$ cat src/rtl/fib_pkg.sv
// constants for the buffer pointer, interrupt flag and packet status register bank
// Operation
// An 8-bit read/write pointer, reset to zero, selects the buffer location used by host serial data accesses.
// An 8-bit read/write transmit base address, reset to 0x80, marks where the transmitter takes payload.
// An 8-bit read/write receive base address, reset to zero, marks where the receiver stores payload.
// A read-only byte gives the buffer start address of the most recently received packet.
// Each of eight mask bits, reset to zero, suppresses the interrupt of the flag at the same position when set.
// Flag bits from 7 down are receive timeout, reception done, payload check error, valid header, transmit done,
//      activity detect done, hop channel change and activity detected.
// Every flag resets to zero and clears when the host writes a one to its position.
// The activity-detected flag is set when a valid signal is found during an activity detection operation.
// A read-only byte reports the payload byte count of the latest received packet.
// A 16-bit count of valid headers is kept and read as separate high and low bytes.
// A 16-bit count of valid packets is kept and read as separate high and low bytes.
// Both counts clear to zero whenever the device is in sleep mode.
// Modem status bits 7 to 5 show the coding-rate code of the most recent received header.
// Modem status bits 4 to 0 show modem clear (reset one), header info valid, receiving, synchronized, detected.
package fib_pkg;

    // ****************************************
    // widths
    // ****************************************
    localparam int ADDR_W  = 7;
    localparam int DATA_W  = 8;
    localparam int COUNT_W = 16;

    // ****************************************
    // register offsets
    // ****************************************
    localparam logic [6:0] OFS_ACCESS_POINTER = 7'h0d;
    localparam logic [6:0] OFS_TX_BASE        = 7'h0e;
    localparam logic [6:0] OFS_RX_BASE        = 7'h0f;
    localparam logic [6:0] OFS_LAST_START     = 7'h10;
    localparam logic [6:0] OFS_IRQ_MASK       = 7'h11;
    localparam logic [6:0] OFS_IRQ_FLAGS      = 7'h12;
    localparam logic [6:0] OFS_PAYLOAD_LENGTH = 7'h13;
    localparam logic [6:0] OFS_HEADER_HIGH    = 7'h14;
    localparam logic [6:0] OFS_HEADER_LOW     = 7'h15;
    localparam logic [6:0] OFS_PACKET_HIGH    = 7'h16;
    localparam logic [6:0] OFS_PACKET_LOW     = 7'h17;
    localparam logic [6:0] OFS_MODEM_STATE    = 7'h18;

    // ****************************************
    // reset values
    // ****************************************
    localparam logic [7:0] RST_ACCESS_POINTER = 8'h00;
    localparam logic [7:0] RST_TX_BASE        = 8'h80;
    localparam logic [7:0] RST_RX_BASE        = 8'h00;
    localparam logic [7:0] RST_LAST_START     = 8'h00;
    localparam logic [7:0] RST_IRQ_MASK       = 8'h00;
    localparam logic [7:0] RST_IRQ_FLAGS      = 8'h00;
    localparam logic [7:0] RST_PAYLOAD_LENGTH = 8'h00;
    localparam logic [2:0] RST_CODE_RATE      = 3'h0;
    localparam logic [4:0] RST_STATUS_LOW     = 5'h10;

    // ****************************************
    // field positions
    // ****************************************
    localparam int FLAG_RX_TIMEOUT     = 7;
    localparam int FLAG_RX_DONE        = 6;
    localparam int FLAG_CHECK_ERROR    = 5;
    localparam int FLAG_HEADER_VALID   = 4;
    localparam int FLAG_TX_DONE        = 3;
    localparam int FLAG_DETECT_DONE    = 2;
    localparam int FLAG_HOP_CHANGE     = 1;
    localparam int FLAG_ACTIVITY_FOUND = 0;
    localparam int CODE_RATE_MSB       = 7;
    localparam int CODE_RATE_LSB       = 5;
    localparam int STATUS_LOW_MSB      = 4;

    // ****************************************
    // serial frame
    // ****************************************
    localparam int         SPI_WNR_BIT  = 7;
    localparam logic [2:0] SPI_LAST_BIT = 3'h7;

endpackage

$ cat src/rtl/fib_event_counter.sv
// event counter with synchronous clear
`timescale 1ns/1ps
module fib_event_counter #(
    parameter int WIDTH = 16
) (
    input  wire logic             clk_in,
    input  wire logic             rstn_in,
    input  wire logic             clear_in,
    input  wire logic             step_in,
    output logic      [WIDTH-1:0] count_out
);

    // ****************************************
    // counter
    // ****************************************
    always_ff @(posedge clk_in or negedge rstn_in) begin
        if (!rstn_in) begin
            count_out <= '0;
        // sleep clears count
        end else if (clear_in) begin
            count_out <= '0;
        end else if (step_in) begin
            count_out <= count_out + {{(WIDTH-1){1'b0}}, 1'b1};
        end
    end

endmodule

$ cat src/rtl/fib_spi_slave.sv
// serial register access slave, mode 0, address byte then auto-incrementing data bytes
`timescale 1ns/1ps
module fib_spi_slave (
    input  wire logic       clk_in,
    input  wire logic       rstn_in,
    input  wire logic       sck_in,
    input  wire logic       select_n_in,
    input  wire logic       mosi_in,
    output logic            miso_out,
    output logic            miso_oe_out,
    output logic      [6:0] rd_addr_out,
    output logic      [6:0] wr_addr_out,
    output logic            wr_out,
    output logic      [7:0] wdata_out,
    input  wire logic [7:0] rdata_in
);

    // ****************************************
    // pin synchronisers
    // ****************************************
    logic       sck_s1;
    logic       sck_s2;
    logic       sck_s3;
    logic       sel_s1;
    logic       sel_s2;
    logic       mosi_s1;
    logic       mosi_s2;
    logic       rise;
    logic       active;
    logic       last_bit;
    logic [7:0] next_byte;
    logic [2:0] bit_cnt;
    logic       first;
    logic       write_mode;
    logic       load;
    logic [6:0] shift_in;
    logic [7:0] shift_out;

    always_ff @(posedge clk_in or negedge rstn_in) begin
        if (!rstn_in) begin
            sck_s1  <= 1'b0;
            sck_s2  <= 1'b0;
            sck_s3  <= 1'b0;
            sel_s1  <= 1'b1;
            sel_s2  <= 1'b1;
            mosi_s1 <= 1'b0;
            mosi_s2 <= 1'b0;
        end else begin
            sck_s1  <= sck_in;
            sck_s2  <= sck_s1;
            sck_s3  <= sck_s2;
            sel_s1  <= select_n_in;
            sel_s2  <= sel_s1;
            mosi_s1 <= mosi_in;
            mosi_s2 <= mosi_s1;
        end
    end

    assign rise      = sck_s2 & ~sck_s3;
    assign active    = ~sel_s2;
    assign last_bit  = rise && (bit_cnt == fib_pkg::SPI_LAST_BIT);
    assign next_byte = {shift_in, mosi_s2};

    // ****************************************
    // frame sequencing
    // ****************************************
    always_ff @(posedge clk_in or negedge rstn_in) begin
        if (!rstn_in) begin
            bit_cnt     <= 3'h0;
            first       <= 1'b1;
            write_mode  <= 1'b0;
            load        <= 1'b0;
            shift_in    <= 7'h00;
            rd_addr_out <= 7'h00;
        end else if (!active) begin
            bit_cnt <= 3'h0;
            first   <= 1'b1;
            load    <= 1'b0;
        end else begin
            load <= 1'b0;
            if (rise) begin
                shift_in <= next_byte[6:0];
                bit_cnt  <= bit_cnt + 3'h1;
            end
            if (last_bit) begin
                first <= 1'b0;
                if (first) begin
                    write_mode  <= next_byte[fib_pkg::SPI_WNR_BIT];
                    rd_addr_out <= next_byte[6:0];
                    load        <= ~next_byte[fib_pkg::SPI_WNR_BIT];
                end else begin
                    rd_addr_out <= rd_addr_out + 7'h01;
                    load        <= ~write_mode;
                end
            end
        end
    end

    // ****************************************
    // write strobe
    // ****************************************
    always_ff @(posedge clk_in or negedge rstn_in) begin
        if (!rstn_in) begin
            wr_out      <= 1'b0;
            wr_addr_out <= 7'h00;
            wdata_out   <= 8'h00;
        end else begin
            wr_out <= 1'b0;
            if (active && last_bit && !first && write_mode) begin
                wr_out      <= 1'b1;
                wr_addr_out <= rd_addr_out;
                wdata_out   <= next_byte;
            end
        end
    end

    // ****************************************
    // read shifter
    // ****************************************
    always_ff @(posedge clk_in or negedge rstn_in) begin
        if (!rstn_in) begin
            shift_out <= 8'h00;
        end else if (!active) begin
            shift_out <= 8'h00;
        end else if (load) begin
            shift_out <= rdata_in;
        end else if (rise) begin
            shift_out <= {shift_out[6:0], 1'b0};
        end
    end

    assign miso_out    = shift_out[7];
    assign miso_oe_out = active;

endmodule

$ cat src/rtl/fib_top.sv
// buffer pointer, interrupt flag, packet counter and modem status register bank
`timescale 1ns/1ps
module fib_top (
    input  wire logic       CLOCK_IN,
    input  wire logic       RSTN_IN,
    input  wire logic       SPI_SCK_IN,
    input  wire logic       SPI_SELECT_N_IN,
    input  wire logic       SPI_MOSI_IN,
    output logic            SPI_MISO_OUT,
    output logic            SPI_MISO_OE_OUT,
    input  wire logic [7:0] EVENT_IN,
    input  wire logic       CAD_ACTIVE_IN,
    input  wire logic       SLEEP_MODE_IN,
    input  wire logic       PACKET_VALID_IN,
    input  wire logic       PACKET_INFO_LOAD_IN,
    input  wire logic [7:0] PACKET_START_IN,
    input  wire logic [7:0] PAYLOAD_LENGTH_IN,
    input  wire logic [2:0] CODE_RATE_IN,
    input  wire logic [4:0] MODEM_STATUS_IN,
    output logic      [7:0] BUFFER_ACCESS_POINTER_OUT,
    output logic      [7:0] TX_BUFFER_BASE_OUT,
    output logic      [7:0] RX_BUFFER_BASE_OUT,
    output logic      [7:0] IRQ_PENDING_OUT
);

    // ****************************************
    // declarations
    // ****************************************
    logic [6:0]  rd_addr;
    logic [6:0]  wr_addr;
    logic        reg_wr;
    logic [7:0]  wdata;
    logic [7:0]  rdata;
    logic [7:0]  buffer_access_pointer;
    logic [7:0]  tx_buffer_base;
    logic [7:0]  rx_buffer_base;
    logic [7:0]  last_packet_start;
    logic [7:0]  interrupt_mask;
    logic [7:0]  interrupt_flags;
    logic [7:0]  rx_payload_length;
    logic [2:0]  last_header_code_rate;
    logic [4:0]  modem_state_bits;
    logic [7:0]  flag_set;
    logic [7:0]  flag_clear;
    logic [15:0] header_count;
    logic [15:0] packet_count;

    function automatic logic write_hit(input logic [6:0] addr, input logic [6:0] ofs, input logic wr);
        write_hit = wr && (addr == ofs);
    endfunction

    // ****************************************
    // register access
    // ****************************************
    fib_spi_slave u_spi (
        .clk_in      (CLOCK_IN),
        .rstn_in     (RSTN_IN),
        .sck_in      (SPI_SCK_IN),
        .select_n_in (SPI_SELECT_N_IN),
        .mosi_in     (SPI_MOSI_IN),
        .miso_out    (SPI_MISO_OUT),
        .miso_oe_out (SPI_MISO_OE_OUT),
        .rd_addr_out (rd_addr),
        .wr_addr_out (wr_addr),
        .wr_out      (reg_wr),
        .wdata_out   (wdata),
        .rdata_in    (rdata)
    );

    // ****************************************
    // pointer registers
    // ****************************************
    always_ff @(posedge CLOCK_IN or negedge RSTN_IN) begin
        if (!RSTN_IN) begin
            buffer_access_pointer <= fib_pkg::RST_ACCESS_POINTER;
        // access pointer write
        end else if (write_hit(wr_addr, fib_pkg::OFS_ACCESS_POINTER, reg_wr)) begin
            buffer_access_pointer <= wdata;
        end
    end

    always_ff @(posedge CLOCK_IN or negedge RSTN_IN) begin
        if (!RSTN_IN) begin
            tx_buffer_base <= fib_pkg::RST_TX_BASE;
        // transmit base write
        end else if (write_hit(wr_addr, fib_pkg::OFS_TX_BASE, reg_wr)) begin
            tx_buffer_base <= wdata;
        end
    end

    always_ff @(posedge CLOCK_IN or negedge RSTN_IN) begin
        if (!RSTN_IN) begin
            rx_buffer_base <= fib_pkg::RST_RX_BASE;
        // receive base write
        end else if (write_hit(wr_addr, fib_pkg::OFS_RX_BASE, reg_wr)) begin
            rx_buffer_base <= wdata;
        end
    end

    assign BUFFER_ACCESS_POINTER_OUT = buffer_access_pointer;
    assign TX_BUFFER_BASE_OUT        = tx_buffer_base;
    assign RX_BUFFER_BASE_OUT        = rx_buffer_base;

    // ****************************************
    // packet information
    // ****************************************
    always_ff @(posedge CLOCK_IN or negedge RSTN_IN) begin
        if (!RSTN_IN) begin
            last_packet_start <= fib_pkg::RST_LAST_START;
            rx_payload_length <= fib_pkg::RST_PAYLOAD_LENGTH;
        // latch packet start and length
        end else if (PACKET_INFO_LOAD_IN) begin
            last_packet_start <= PACKET_START_IN;
            rx_payload_length <= PAYLOAD_LENGTH_IN;
        end
    end

    // ****************************************
    // interrupt mask and flags
    // ****************************************
    always_ff @(posedge CLOCK_IN or negedge RSTN_IN) begin
        if (!RSTN_IN) begin
            interrupt_mask <= fib_pkg::RST_IRQ_MASK;
        end else if (write_hit(wr_addr, fib_pkg::OFS_IRQ_MASK, reg_wr)) begin
            interrupt_mask <= wdata;
        end
    end

    // detection gated by activity scan
    always_comb begin
        flag_set = EVENT_IN;
        flag_set[fib_pkg::FLAG_ACTIVITY_FOUND] = EVENT_IN[fib_pkg::FLAG_ACTIVITY_FOUND] & CAD_ACTIVE_IN;
    end

    assign flag_clear = write_hit(wr_addr, fib_pkg::OFS_IRQ_FLAGS, reg_wr) ? wdata : 8'h00;

    always_ff @(posedge CLOCK_IN or negedge RSTN_IN) begin
        if (!RSTN_IN) begin
            interrupt_flags <= fib_pkg::RST_IRQ_FLAGS;
        // sticky flags, set wins
        end else begin
            interrupt_flags <= (interrupt_flags & ~flag_clear) | flag_set;
        end
    end

    always_ff @(posedge CLOCK_IN or negedge RSTN_IN) begin
        if (!RSTN_IN) begin
            IRQ_PENDING_OUT <= 8'h00;
        // mask suppresses flag
        end else begin
            IRQ_PENDING_OUT <= interrupt_flags & ~interrupt_mask;
        end
    end

    // ****************************************
    // valid header and packet counters
    // ****************************************
    // header count
    fib_event_counter #(
        .WIDTH (fib_pkg::COUNT_W)
    ) u_header_count (
        .clk_in    (CLOCK_IN),
        .rstn_in   (RSTN_IN),
        .clear_in  (SLEEP_MODE_IN),
        .step_in   (EVENT_IN[fib_pkg::FLAG_HEADER_VALID]),
        .count_out (header_count)
    );

    // packet count
    fib_event_counter #(
        .WIDTH (fib_pkg::COUNT_W)
    ) u_packet_count (
        .clk_in    (CLOCK_IN),
        .rstn_in   (RSTN_IN),
        .clear_in  (SLEEP_MODE_IN),
        .step_in   (PACKET_VALID_IN),
        .count_out (packet_count)
    );

    // ****************************************
    // modem status
    // ****************************************
    always_ff @(posedge CLOCK_IN or negedge RSTN_IN) begin
        if (!RSTN_IN) begin
            last_header_code_rate <= fib_pkg::RST_CODE_RATE;
        // code rate on header
        end else if (EVENT_IN[fib_pkg::FLAG_HEADER_VALID]) begin
            last_header_code_rate <= CODE_RATE_IN;
        end
    end

    always_ff @(posedge CLOCK_IN or negedge RSTN_IN) begin
        if (!RSTN_IN) begin
            modem_state_bits <= fib_pkg::RST_STATUS_LOW;
        // live status bits
        end else begin
            modem_state_bits <= MODEM_STATUS_IN;
        end
    end

    // ****************************************
    // read multiplexer
    // ****************************************
    always_comb begin
        unique case (rd_addr)
            fib_pkg::OFS_ACCESS_POINTER: rdata = buffer_access_pointer;
            fib_pkg::OFS_TX_BASE:        rdata = tx_buffer_base;
            fib_pkg::OFS_RX_BASE:        rdata = rx_buffer_base;
            fib_pkg::OFS_LAST_START:     rdata = last_packet_start;
            fib_pkg::OFS_IRQ_MASK:       rdata = interrupt_mask;
            fib_pkg::OFS_IRQ_FLAGS:      rdata = interrupt_flags;
            fib_pkg::OFS_PAYLOAD_LENGTH: rdata = rx_payload_length;
            fib_pkg::OFS_HEADER_HIGH:    rdata = header_count[15:8];
            fib_pkg::OFS_HEADER_LOW:     rdata = header_count[7:0];
            fib_pkg::OFS_PACKET_HIGH:    rdata = packet_count[15:8];
            fib_pkg::OFS_PACKET_LOW:     rdata = packet_count[7:0];
            fib_pkg::OFS_MODEM_STATE:    rdata = {last_header_code_rate, modem_state_bits};
            default:                     rdata = 8'h00;
        endcase
    end

    // ****************************************
    // assertions
    // ****************************************
    property p_pointer_write;
        @(posedge CLOCK_IN) disable iff (!RSTN_IN)
        reg_wr && (wr_addr == fib_pkg::OFS_ACCESS_POINTER) |=> BUFFER_ACCESS_POINTER_OUT == $past(wdata);
    endproperty
    a_pointer_write: assert property (p_pointer_write)
        else $error("access pointer not written");

    property p_tx_base_write;
        @(posedge CLOCK_IN) disable iff (!RSTN_IN)
        reg_wr && (wr_addr == fib_pkg::OFS_TX_BASE) |=> TX_BUFFER_BASE_OUT == $past(wdata);
    endproperty
    a_tx_base_write: assert property (p_tx_base_write)
        else $error("transmit base not written");

    property p_rx_base_hold;
        @(posedge CLOCK_IN) disable iff (!RSTN_IN)
        !(reg_wr && (wr_addr == fib_pkg::OFS_RX_BASE)) |=> $stable(RX_BUFFER_BASE_OUT);
    endproperty
    a_rx_base_hold: assert property (p_rx_base_hold)
        else $error("receive base changed without write");

    property p_packet_info;
        @(posedge CLOCK_IN) disable iff (!RSTN_IN)
        PACKET_INFO_LOAD_IN |=> (last_packet_start == $past(PACKET_START_IN))
                                && (rx_payload_length == $past(PAYLOAD_LENGTH_IN));
    endproperty
    a_packet_info: assert property (p_packet_info)
        else $error("packet start or length not latched");

    property p_mask_all;
        @(posedge CLOCK_IN) disable iff (!RSTN_IN)
        (interrupt_mask == 8'hff) |=> (IRQ_PENDING_OUT == 8'h00);
    endproperty
    a_mask_all: assert property (p_mask_all)
        else $error("masked flag reached pending output");

    property p_done_position;
        @(posedge CLOCK_IN) disable iff (!RSTN_IN)
        EVENT_IN[fib_pkg::FLAG_RX_DONE] && !interrupt_mask[fib_pkg::FLAG_RX_DONE]
        |=> interrupt_flags[fib_pkg::FLAG_RX_DONE] ##1 IRQ_PENDING_OUT[fib_pkg::FLAG_RX_DONE];
    endproperty
    a_done_position: assert property (p_done_position)
        else $error("reception done not at its bit");

    property p_flag_clear;
        @(posedge CLOCK_IN) disable iff (!RSTN_IN)
        reg_wr && (wr_addr == fib_pkg::OFS_IRQ_FLAGS) && wdata[fib_pkg::FLAG_RX_TIMEOUT]
        && !EVENT_IN[fib_pkg::FLAG_RX_TIMEOUT] |=> !interrupt_flags[fib_pkg::FLAG_RX_TIMEOUT];
    endproperty
    a_flag_clear: assert property (p_flag_clear)
        else $error("write one did not clear flag");

    property p_detect_gate;
        @(posedge CLOCK_IN) disable iff (!RSTN_IN)
        !CAD_ACTIVE_IN |=> !$rose(interrupt_flags[fib_pkg::FLAG_ACTIVITY_FOUND]);
    endproperty
    a_detect_gate: assert property (p_detect_gate)
        else $error("activity flag set outside detection");

    property p_header_step;
        @(posedge CLOCK_IN) disable iff (!RSTN_IN)
        EVENT_IN[fib_pkg::FLAG_HEADER_VALID] && !SLEEP_MODE_IN |=> header_count == $past(header_count) + 16'h0001;
    endproperty
    a_header_step: assert property (p_header_step)
        else $error("header count did not step");

    property p_packet_step;
        @(posedge CLOCK_IN) disable iff (!RSTN_IN)
        PACKET_VALID_IN && !SLEEP_MODE_IN |=> packet_count == $past(packet_count) + 16'h0001;
    endproperty
    a_packet_step: assert property (p_packet_step)
        else $error("packet count did not step");

    property p_sleep_clear;
        @(posedge CLOCK_IN) disable iff (!RSTN_IN)
        SLEEP_MODE_IN |=> (header_count == 16'h0000) && (packet_count == 16'h0000);
    endproperty
    a_sleep_clear: assert property (p_sleep_clear)
        else $error("counters not cleared in sleep");

    property p_code_rate;
        @(posedge CLOCK_IN) disable iff (!RSTN_IN)
        EVENT_IN[fib_pkg::FLAG_HEADER_VALID] |=> last_header_code_rate == $past(CODE_RATE_IN);
    endproperty
    a_code_rate: assert property (p_code_rate)
        else $error("code rate not captured");

    property p_status_low;
        @(posedge CLOCK_IN) disable iff (!RSTN_IN)
        1'b1 |=> modem_state_bits == $past(MODEM_STATUS_IN);
    endproperty
    a_status_low: assert property (p_status_low)
        else $error("status bits not following modem");

endmodule
$ cat config.mk
export PLATFORM = sky130hd
export DESIGN_NAME = fib_top
export DESIGN_NICKNAME = d
export VERILOG_FILES = /design/src/rtl/fib_pkg.sv /design/src/rtl/fib_event_counter.sv /design/src/rtl/fib_spi_slave.sv /design/src/rtl/fib_top.sv
export SDC_FILE = /design/constraint.sdc
export NUM_CORES = 1
export LEC_CHECK = 0
export BUFFER_PORTS_ARGS = -buffer_cell sky130_fd_sc_hd__buf_2
export CAP_MARGIN = 20
export CORE_MARGIN = 4
export CORE_UTILIZATION = 63
export DETAILED_ROUTE_END_ITERATION = 10
export PLACE_DENSITY = 0.85
export RECOVER_POWER = 50
export SYNTH_ARGS = -nofsm -noshare
export SYNTH_HDL_FRONTEND = slang
export SYNTH_SLANG_ARGS = --single-unit
$ cat constraint.sdc
create_clock -name CLOCK_IN -period 5.13 [get_ports CLOCK_IN]
set_clock_uncertainty 0.05 [all_clocks]
set_input_delay 0.513 -clock CLOCK_IN [delete_from_list [all_inputs] [get_ports CLOCK_IN]]
set_output_delay 0.513 -clock CLOCK_IN [all_outputs]
set_load 0.02 [all_outputs]
==> results.toml, run 1 <==
[die]
rows = 38
die_h_um = 114
ios = 75
core_mm2 = 0.0109
die_area_mm2 = 0.0130
fp.dieW_um = 114
initial_utilization_pct = 64.7

[place]
portBuffers = 74
gp_routability_congestion = 0.903
hpwl_um = 12900

[critical_path]
path_class = "in2async"
crit_chain = "clkbuf_2 > buf_4"
slowest_delay_ns = 1.89
path_buf_inv = 2
crit_slowest_cell = "clkbuf_2"
critical_path.top_delay_family = "buffers and inverters"
crit_arrival_ns = 3.22
cp_max_fo = 113
cp-start-kind = "input pin"
required_ns = 5.60
endpoint_kind = "async pin"

[cts]
cts_inserted_buffers = 17
holdBufCountCts = 0
h-tree-depth = 4
cts_root_buffer = "clkbuf_16"
post_cts_buffers = 0
cts_resized = 0
worstSkewPairLatency_ns = 0.43
cts_tree = "yes"
clockBufferDepth = 2
path_clk_slew_ns = 0.06
cts.sinks = 155

[sta]
min_period_over_period_pct = 53.6
fin_setup_tns_ns = 0
maxSlewViolCount = 114
worst_hold_slack_ns = 0.137
fmax_mhz = 364
max_slew_margin_pct = -85.6
hold_violations = 0
rsz0062_at_grt = "false"
setup_viol = 0
worst_pin_slew_ns = 2.78
finalCriticalPeriod_ns = 2.75

[synth]
syn_avg_cell_area_um2 = 11.2
syn_nets = 680
async_reset_ff_share_pct = 100
synth_seq_cells = 155
synth_cells = 630
synth_area_leader_cell = "dfrtp_1"
synth_top_area_share_pct = 53.1
netlist_area_mm2 = 0.00707
ys_seq_area_share_pct = 54.9
synth_edf_count = 0
ys.flop_type = "dfrtp_1"
synthTopCellsByArea = "dfrtp_1 (53%), mux2_2 (12%), nor2_1 (3.8%)"
synth_cell_types = 47
yosys_warnings = 0

[power_and_ir_drop]
p_switching_w = 0.000612
pwr-share-seq_pct = 46.8
powerDensity_mw_per_mm2 = 346
p_sw_share_pct = 21.7
p_leak_nw = 3.68
clkPwrFrac_pct = 48.8
pwr-share-comb_pct = 4.3
p_int_w = 0.00221
ir_worst_vdd_mv = 0.534

[grt]
grt_pass1_wl_um = 30200
first_global_vias = 5552
grtUsageTotal_pct = 30.6
grt_remaining_overflow = 0
grt_max_degree = 114
antenna_found_initial = 0

[layout]
syn_to_final_growth_pct = 15.2
nets = 745
num_antenna_cells = 0
layout_top_registers = "u_header_count.count_out: 16 flops, u_packet_count.count_out: 16 flops"
drive_above_1_share_pct = 26.3
n_fill_cell = 707

[flow_run]
drv_cap = 1

[worst_hold_path]
hp-class = "in2reg"

[routing]
route.detailed.drc = 0
vias = 5487
via_per_inst = 6.47
drtIter0Drc = 742
wl_um = 18700
final_antenna_net_count = 0
firstDrtPassIters = 6
wire_per_inst_um = 22.1

[outcome]
status = "finished, violations left"
violations = "max-capacitance violations, max-slew violations"
per-stage QoR:
step,total power (W),setup slack (ns),area (um^2),util [%],instances
after detailed placement,0.00146,2.27,7500,68.6,815
after global routing,0.00291,1.87,8150,74.5,848
after global placement,0.00146,2.41,7500,68.6,815
after CTS,0.00283,2.27,8160,74.6,847
final,0.00282,2.38,8150,74.5,848
after floorplan,0.00139,3.05,7070,-,630
worst paths after layout:
check | endpoint | slack [ns] | start | depth (start not counted)
worst min register to register | u_spi.sck_s2$_DFF_PN0_ | 0.30 | u_spi.sck_s1$_DFF_PN0_ | 0
max in group CLOCK_IN | u_spi.shift_out[6]$_DFFE_PN0P_ | 2.43 | u_spi.rd_addr_out[2]$_DFFE_PN0P_ | 7
worst max-delay path | modem_state_bits[4]$_DFF_PN1_ | 2.38 | RSTN_IN | 2
worst max register to register | u_spi.shift_out[6]$_DFFE_PN0P_ | 2.43 | u_spi.rd_addr_out[2]$_DFFE_PN0P_ | 7
min in group asynchronous | interrupt_flags[1]$_DFF_PN0_ | 0.88 | RSTN_IN | 1
worst min-delay path | u_spi.sel_s1$_DFF_PN1_ | 0.14 | SPI_SELECT_N_IN | 1
layout by cell type, fill, tap and decap left out, drive strengths merged, types with 6 or more instances in the layout:
master  Yosys  layout
nor2b      13      13
xnor2      10      10
nor2       72      72
inv         8       8
o21ai      19      19
buf        17      66
mux2       75      75
a22o        7       7
a21o        8       8
o22ai       6       6
clkbuf     13      32
nor3        9       9
nor3b       6       6
nand2      50      50
dfrtp     150     150
clkinv      0       6
a22oi      23      23
a21oi      19      19
a32oi       9       9
nand4      15      15
xor2       18      18
and3       10      10
nand3      18      18
ha          9       9
synth_stat cells (all sizes together) (3+ instances only):
cell,count
a211oi,4
a22oi,23
inv,8
nor4,3
dfstp,5
nand3,18
nand4,15
a222oi,3
and3,10
mux2,75
clkbuf,13
or3,4
mux2i,4
nor2b,13
ha,9
nor2,72
a22o,7
a32oi,9
nor3,9
a21oi,19
nand2b,4
o211ai,5
dfrtp,150
buf,17
nand2,50
a21o,8
o21ai,19
xor2,18
o22ai,6
xnor2,10
nor3b,6
and2,3
area by class of cell:
| class | count | area [um^2] | share of cell area, % |
|---|---|---|---|
| Sequential cell | 155 | 3880 | 47.7 |
| Multi-Input combinational cell | 437 | 3030 | 37.2 |
| Clock buffer | 22 | 494 | 6.06 |
| Timing Repair Buffer | 76 | 374 | 4.59 |
| Tap cell | 140 | 175 | 2.15 |
| Clock inverter | 10 | 161 | 1.98 |
| Inverter | 8 | 30.0 | 0.368 |
routing by layer:
layer | wire (um) | vias to the layer above | global-route usage, %
met4 | 672 | 0 | 12.8
met1 | 7270 | 2752 | 39.8
met2 | 9320 | 290 | 49.6
li1 | - | 2381 | -
met5 | 0 | - | 0
met3 | 1480 | 64 | 7.16
power by group through the flow:
stage	Sequential, W	Combinational (W)	Clock, W
3_3_place_gp	0.00134	0.000116	0
6_report	0.00132	0.000123	0.00138
3_5_place_dp	0.00134	0.000123	0
4_1_cts	0.00132	0.000125	0.00138
2_1_floorplan	0.00132	0.0000733	0
5_1_grt	0.00133	0.000139	0.00144
kinds of logic (layout without fill, tap and decap cells):
logic type,count (synthesis),count (layout),share of synthesized area [%]
and+or+nand+nor,212,212,14.6
DFF,155,155,54.9
AOI/OAI and AO/OA,109,109,10.6
muxes,79,79,12.5
buffers and inverters,38,116,2.34
xor gates and xnor gates,28,28,3.47
adders and majority gates,9,9,1.59
(Power assumes the default switching activity.)
==> inputs of run 2 (changes only) <==
- CORE_UTILIZATION: 63 -> 53
- PLACE_DENSITY: 0.85 -> 0.76
- clock period: 5.13 -> 2.3 ns (I/O delays scaled with it)
==> results.toml, run 2 (synthesis results as in run 1) <==
[grt]
grt_use_met3_pct = 5.99
grt_pass1_wl_um = 32200
grt_remaining_overflow = 0
antenna_found_initial = 0
grt_use_met2_pct = 46.3
met1_usage_pct = 38.1
grt_max_degree = 51
first_global_vias = 5733
top_usage_layer = "met2"
grtUsageTotal_pct = 28.5

[die]
ios = 75
core_mm2 = 0.0128
die_h_um = 124
initial_utilization_pct = 55.2
rows = 41
die_area_mm2 = 0.0153
fp.dieW_um = 124

[critical_path]
r2r-end = "u_spi.shift_out[0]$_DFFE_PN0P_"
crit_chain = "buf_4 > ha_1 > nor3b_2 > nor3b_4 > buf_4 > a221oi_1 > nand3_1 > a31o_2"
endpoint = "u_spi.shift_out[0]$_DFFE_PN0P_"
crit_arrival_ns = 2.56
path_buf_inv = 2
crit_slowest_cell = "dfrtp_1"
reg2reg_depth = 8
cp-start-kind = "flop"
r2r_slack_ns = 0.01
cp.depth = 8
critical_path.top_delay_family = "compound AO/OA/AOI/OAI gates"
crit_top_cell = "buf_4"
path_class = "reg2reg"
r2r-start = "u_spi.rd_addr_out[0]$_DFFE_PN0P_"
cp-startpoint = "u_spi.rd_addr_out[0]$_DFFE_PN0P_"
endpoint_kind = "flop"
required_ns = 2.57
slowest_delay_ns = 0.37
cp_max_fo = 8

[sta]
maxSlewViolCount = 0
rsz0062_at_grt = "true"
setup_viol = 0
min_period_over_period_pct = 99.5
finalCriticalPeriod_ns = 2.29
worst_pin_slew_ns = 1.24
max_slew_margin_pct = 17.3
fmax_mhz = 437
fin_setup_tns_ns = 0
hold_violations = 0

[layout]
nets = 806
layout_commonest_cell = "dfrtp_1"
drive_above_1_share_pct = 29.1
final_util_pct = 68.5
n_fill_cell = 952
fin_cells = 941
final_cell_mix = "dfrtp_1 (150), mux2_2 (75), buf_2 (72), nor2_1 (71), nand2_1 (50)"
num_antenna_cells = 0
syn_to_final_growth_pct = 24.2
layout_top_registers = "u_header_count.count_out: 16 flops, u_packet_count.count_out: 16 flops"

[cts]
h-tree-depth = 4
cts.sinks = 155
worstSkewPairLatency_ns = 0.44
cts_root_buffer = "clkbuf_16"
cts_inserted_buffers = 17
clockBufferDepth = 2
cts_tree = "yes"
path_clk_slew_ns = 0.07

[power_and_ir_drop]
powerDensity_mw_per_mm2 = 718
ir_worst_vdd_mv = 0.779
p_leak_nw = 3.96

[routing]
wire_per_inst_um = 21.9
via_per_inst = 6.04
wl_um = 20600
drtIter0Drc = 522
firstDrtPassIters = 5
route.detailed.drc = 0
final_antenna_net_count = 0
vias = 5683

[place]
portBuffers = 74
dp.cells = 872
hpwl_um = 14600
gp_routability_congestion = 0.894

[worst_hold_path]
hp-class = "in2reg"

[outcome]
status = "complete, no violations"

[flow_run]
drv_cap = 0
## run 2: changes by cell type in the layout (fill, tap and decap cells not counted), moves of 3 or more
cell and change:
clkbuf_1 -6, buf_4 +21, dlygate4sd3_1 +36, clkinvlp_4 +3, inv_6 +4, buf_2 +8, clkinv_2 -3, clkbuf_8 -5
## run 2: metal layers
layer	routed length (um)	up-vias
li1	-	2510
met5	0	-
met1	8720	2927
met2	10100	207
met3	1270	39
met4	486	0
## run 2: report_power, final
part	internal (W)	switching [W]	leakage, nW
clock network	0.00184	0.00120	0.302
logic	0.000174	0.000153	1.67
registers	0.00283	0.000101	1.99
## run 2: stage by stage
stage	total power [W]	setup slack, ns	cell area (um^2)	hold WS [ns]
final	0.00630	0.0104	8790	0.0748
after global routing	0.00651	-0.0218	8790	0.105
after CTS	0.00635	0.0844	8770	0.0663
after detailed placement	0.00326	0.000903	7760	0.141
after global placement	0.00325	0.138	7760	0.139
after floorplan	0.00310	0.225	7070	-0.116
## run 2: area by class of cell
class | count | area, um^2 | share of cell area (%)
clock buffers | 18 | 429 | 4.88
clock inverters | 14 | 209 | 2.38
inverters | 8 | 30.0 | 0.342
multi-input cells | 437 | 3070 | 34.9
flip-flops and latches | 155 | 3880 | 44.2
well taps | 172 | 215 | 2.45
repair buffers | 137 | 951 | 10.8
## run 2: timing repair
item | in CTS | in global routing
resized for setup | 2 | 6
setup buffers | 0 | 1
endpoints found under the setup margin | 2 | 8
hold buffers | 36 | 0
pin swaps | 0 | 4
hold endpoints to repair | 79 | 0
## run 2: worst min-delay path by stage
| stage | slack [ns] | endpoint | cells after the start | from |
|---|---|---|---|---|
| global placement | 0.14 | IRQ_PENDING_OUT[3]$_DFF_PN0_ | 1 | RSTN_IN |
| floorplan | -0.12 | BUFFER_ACCESS_POINTER_OUT[0]$_DFFE_PN0P_ | 0 | RSTN_IN |
| finish | 0.07 | u_packet_count.count_out[0]$_DFFE_PN0P_ | 3 | PACKET_VALID_IN |
| CTS | 0.07 | u_packet_count.count_out[0]$_DFFE_PN0P_ | 3 | PACKET_VALID_IN |
| global route | 0.11 | interrupt_flags[4]$_DFF_PN0_ | 2 | EVENT_IN[4] |
| detailed placement | 0.14 | interrupt_flags[2]$_DFF_PN0_ | 1 | RSTN_IN |
## run 2: worst min-delay path, delay by kind of cell
kind                      cells  cell delay, ns
xor gates and xnor gates      1            0.07
buffers and inverters         1            0.14
and+or+nand+nor               1            0.07
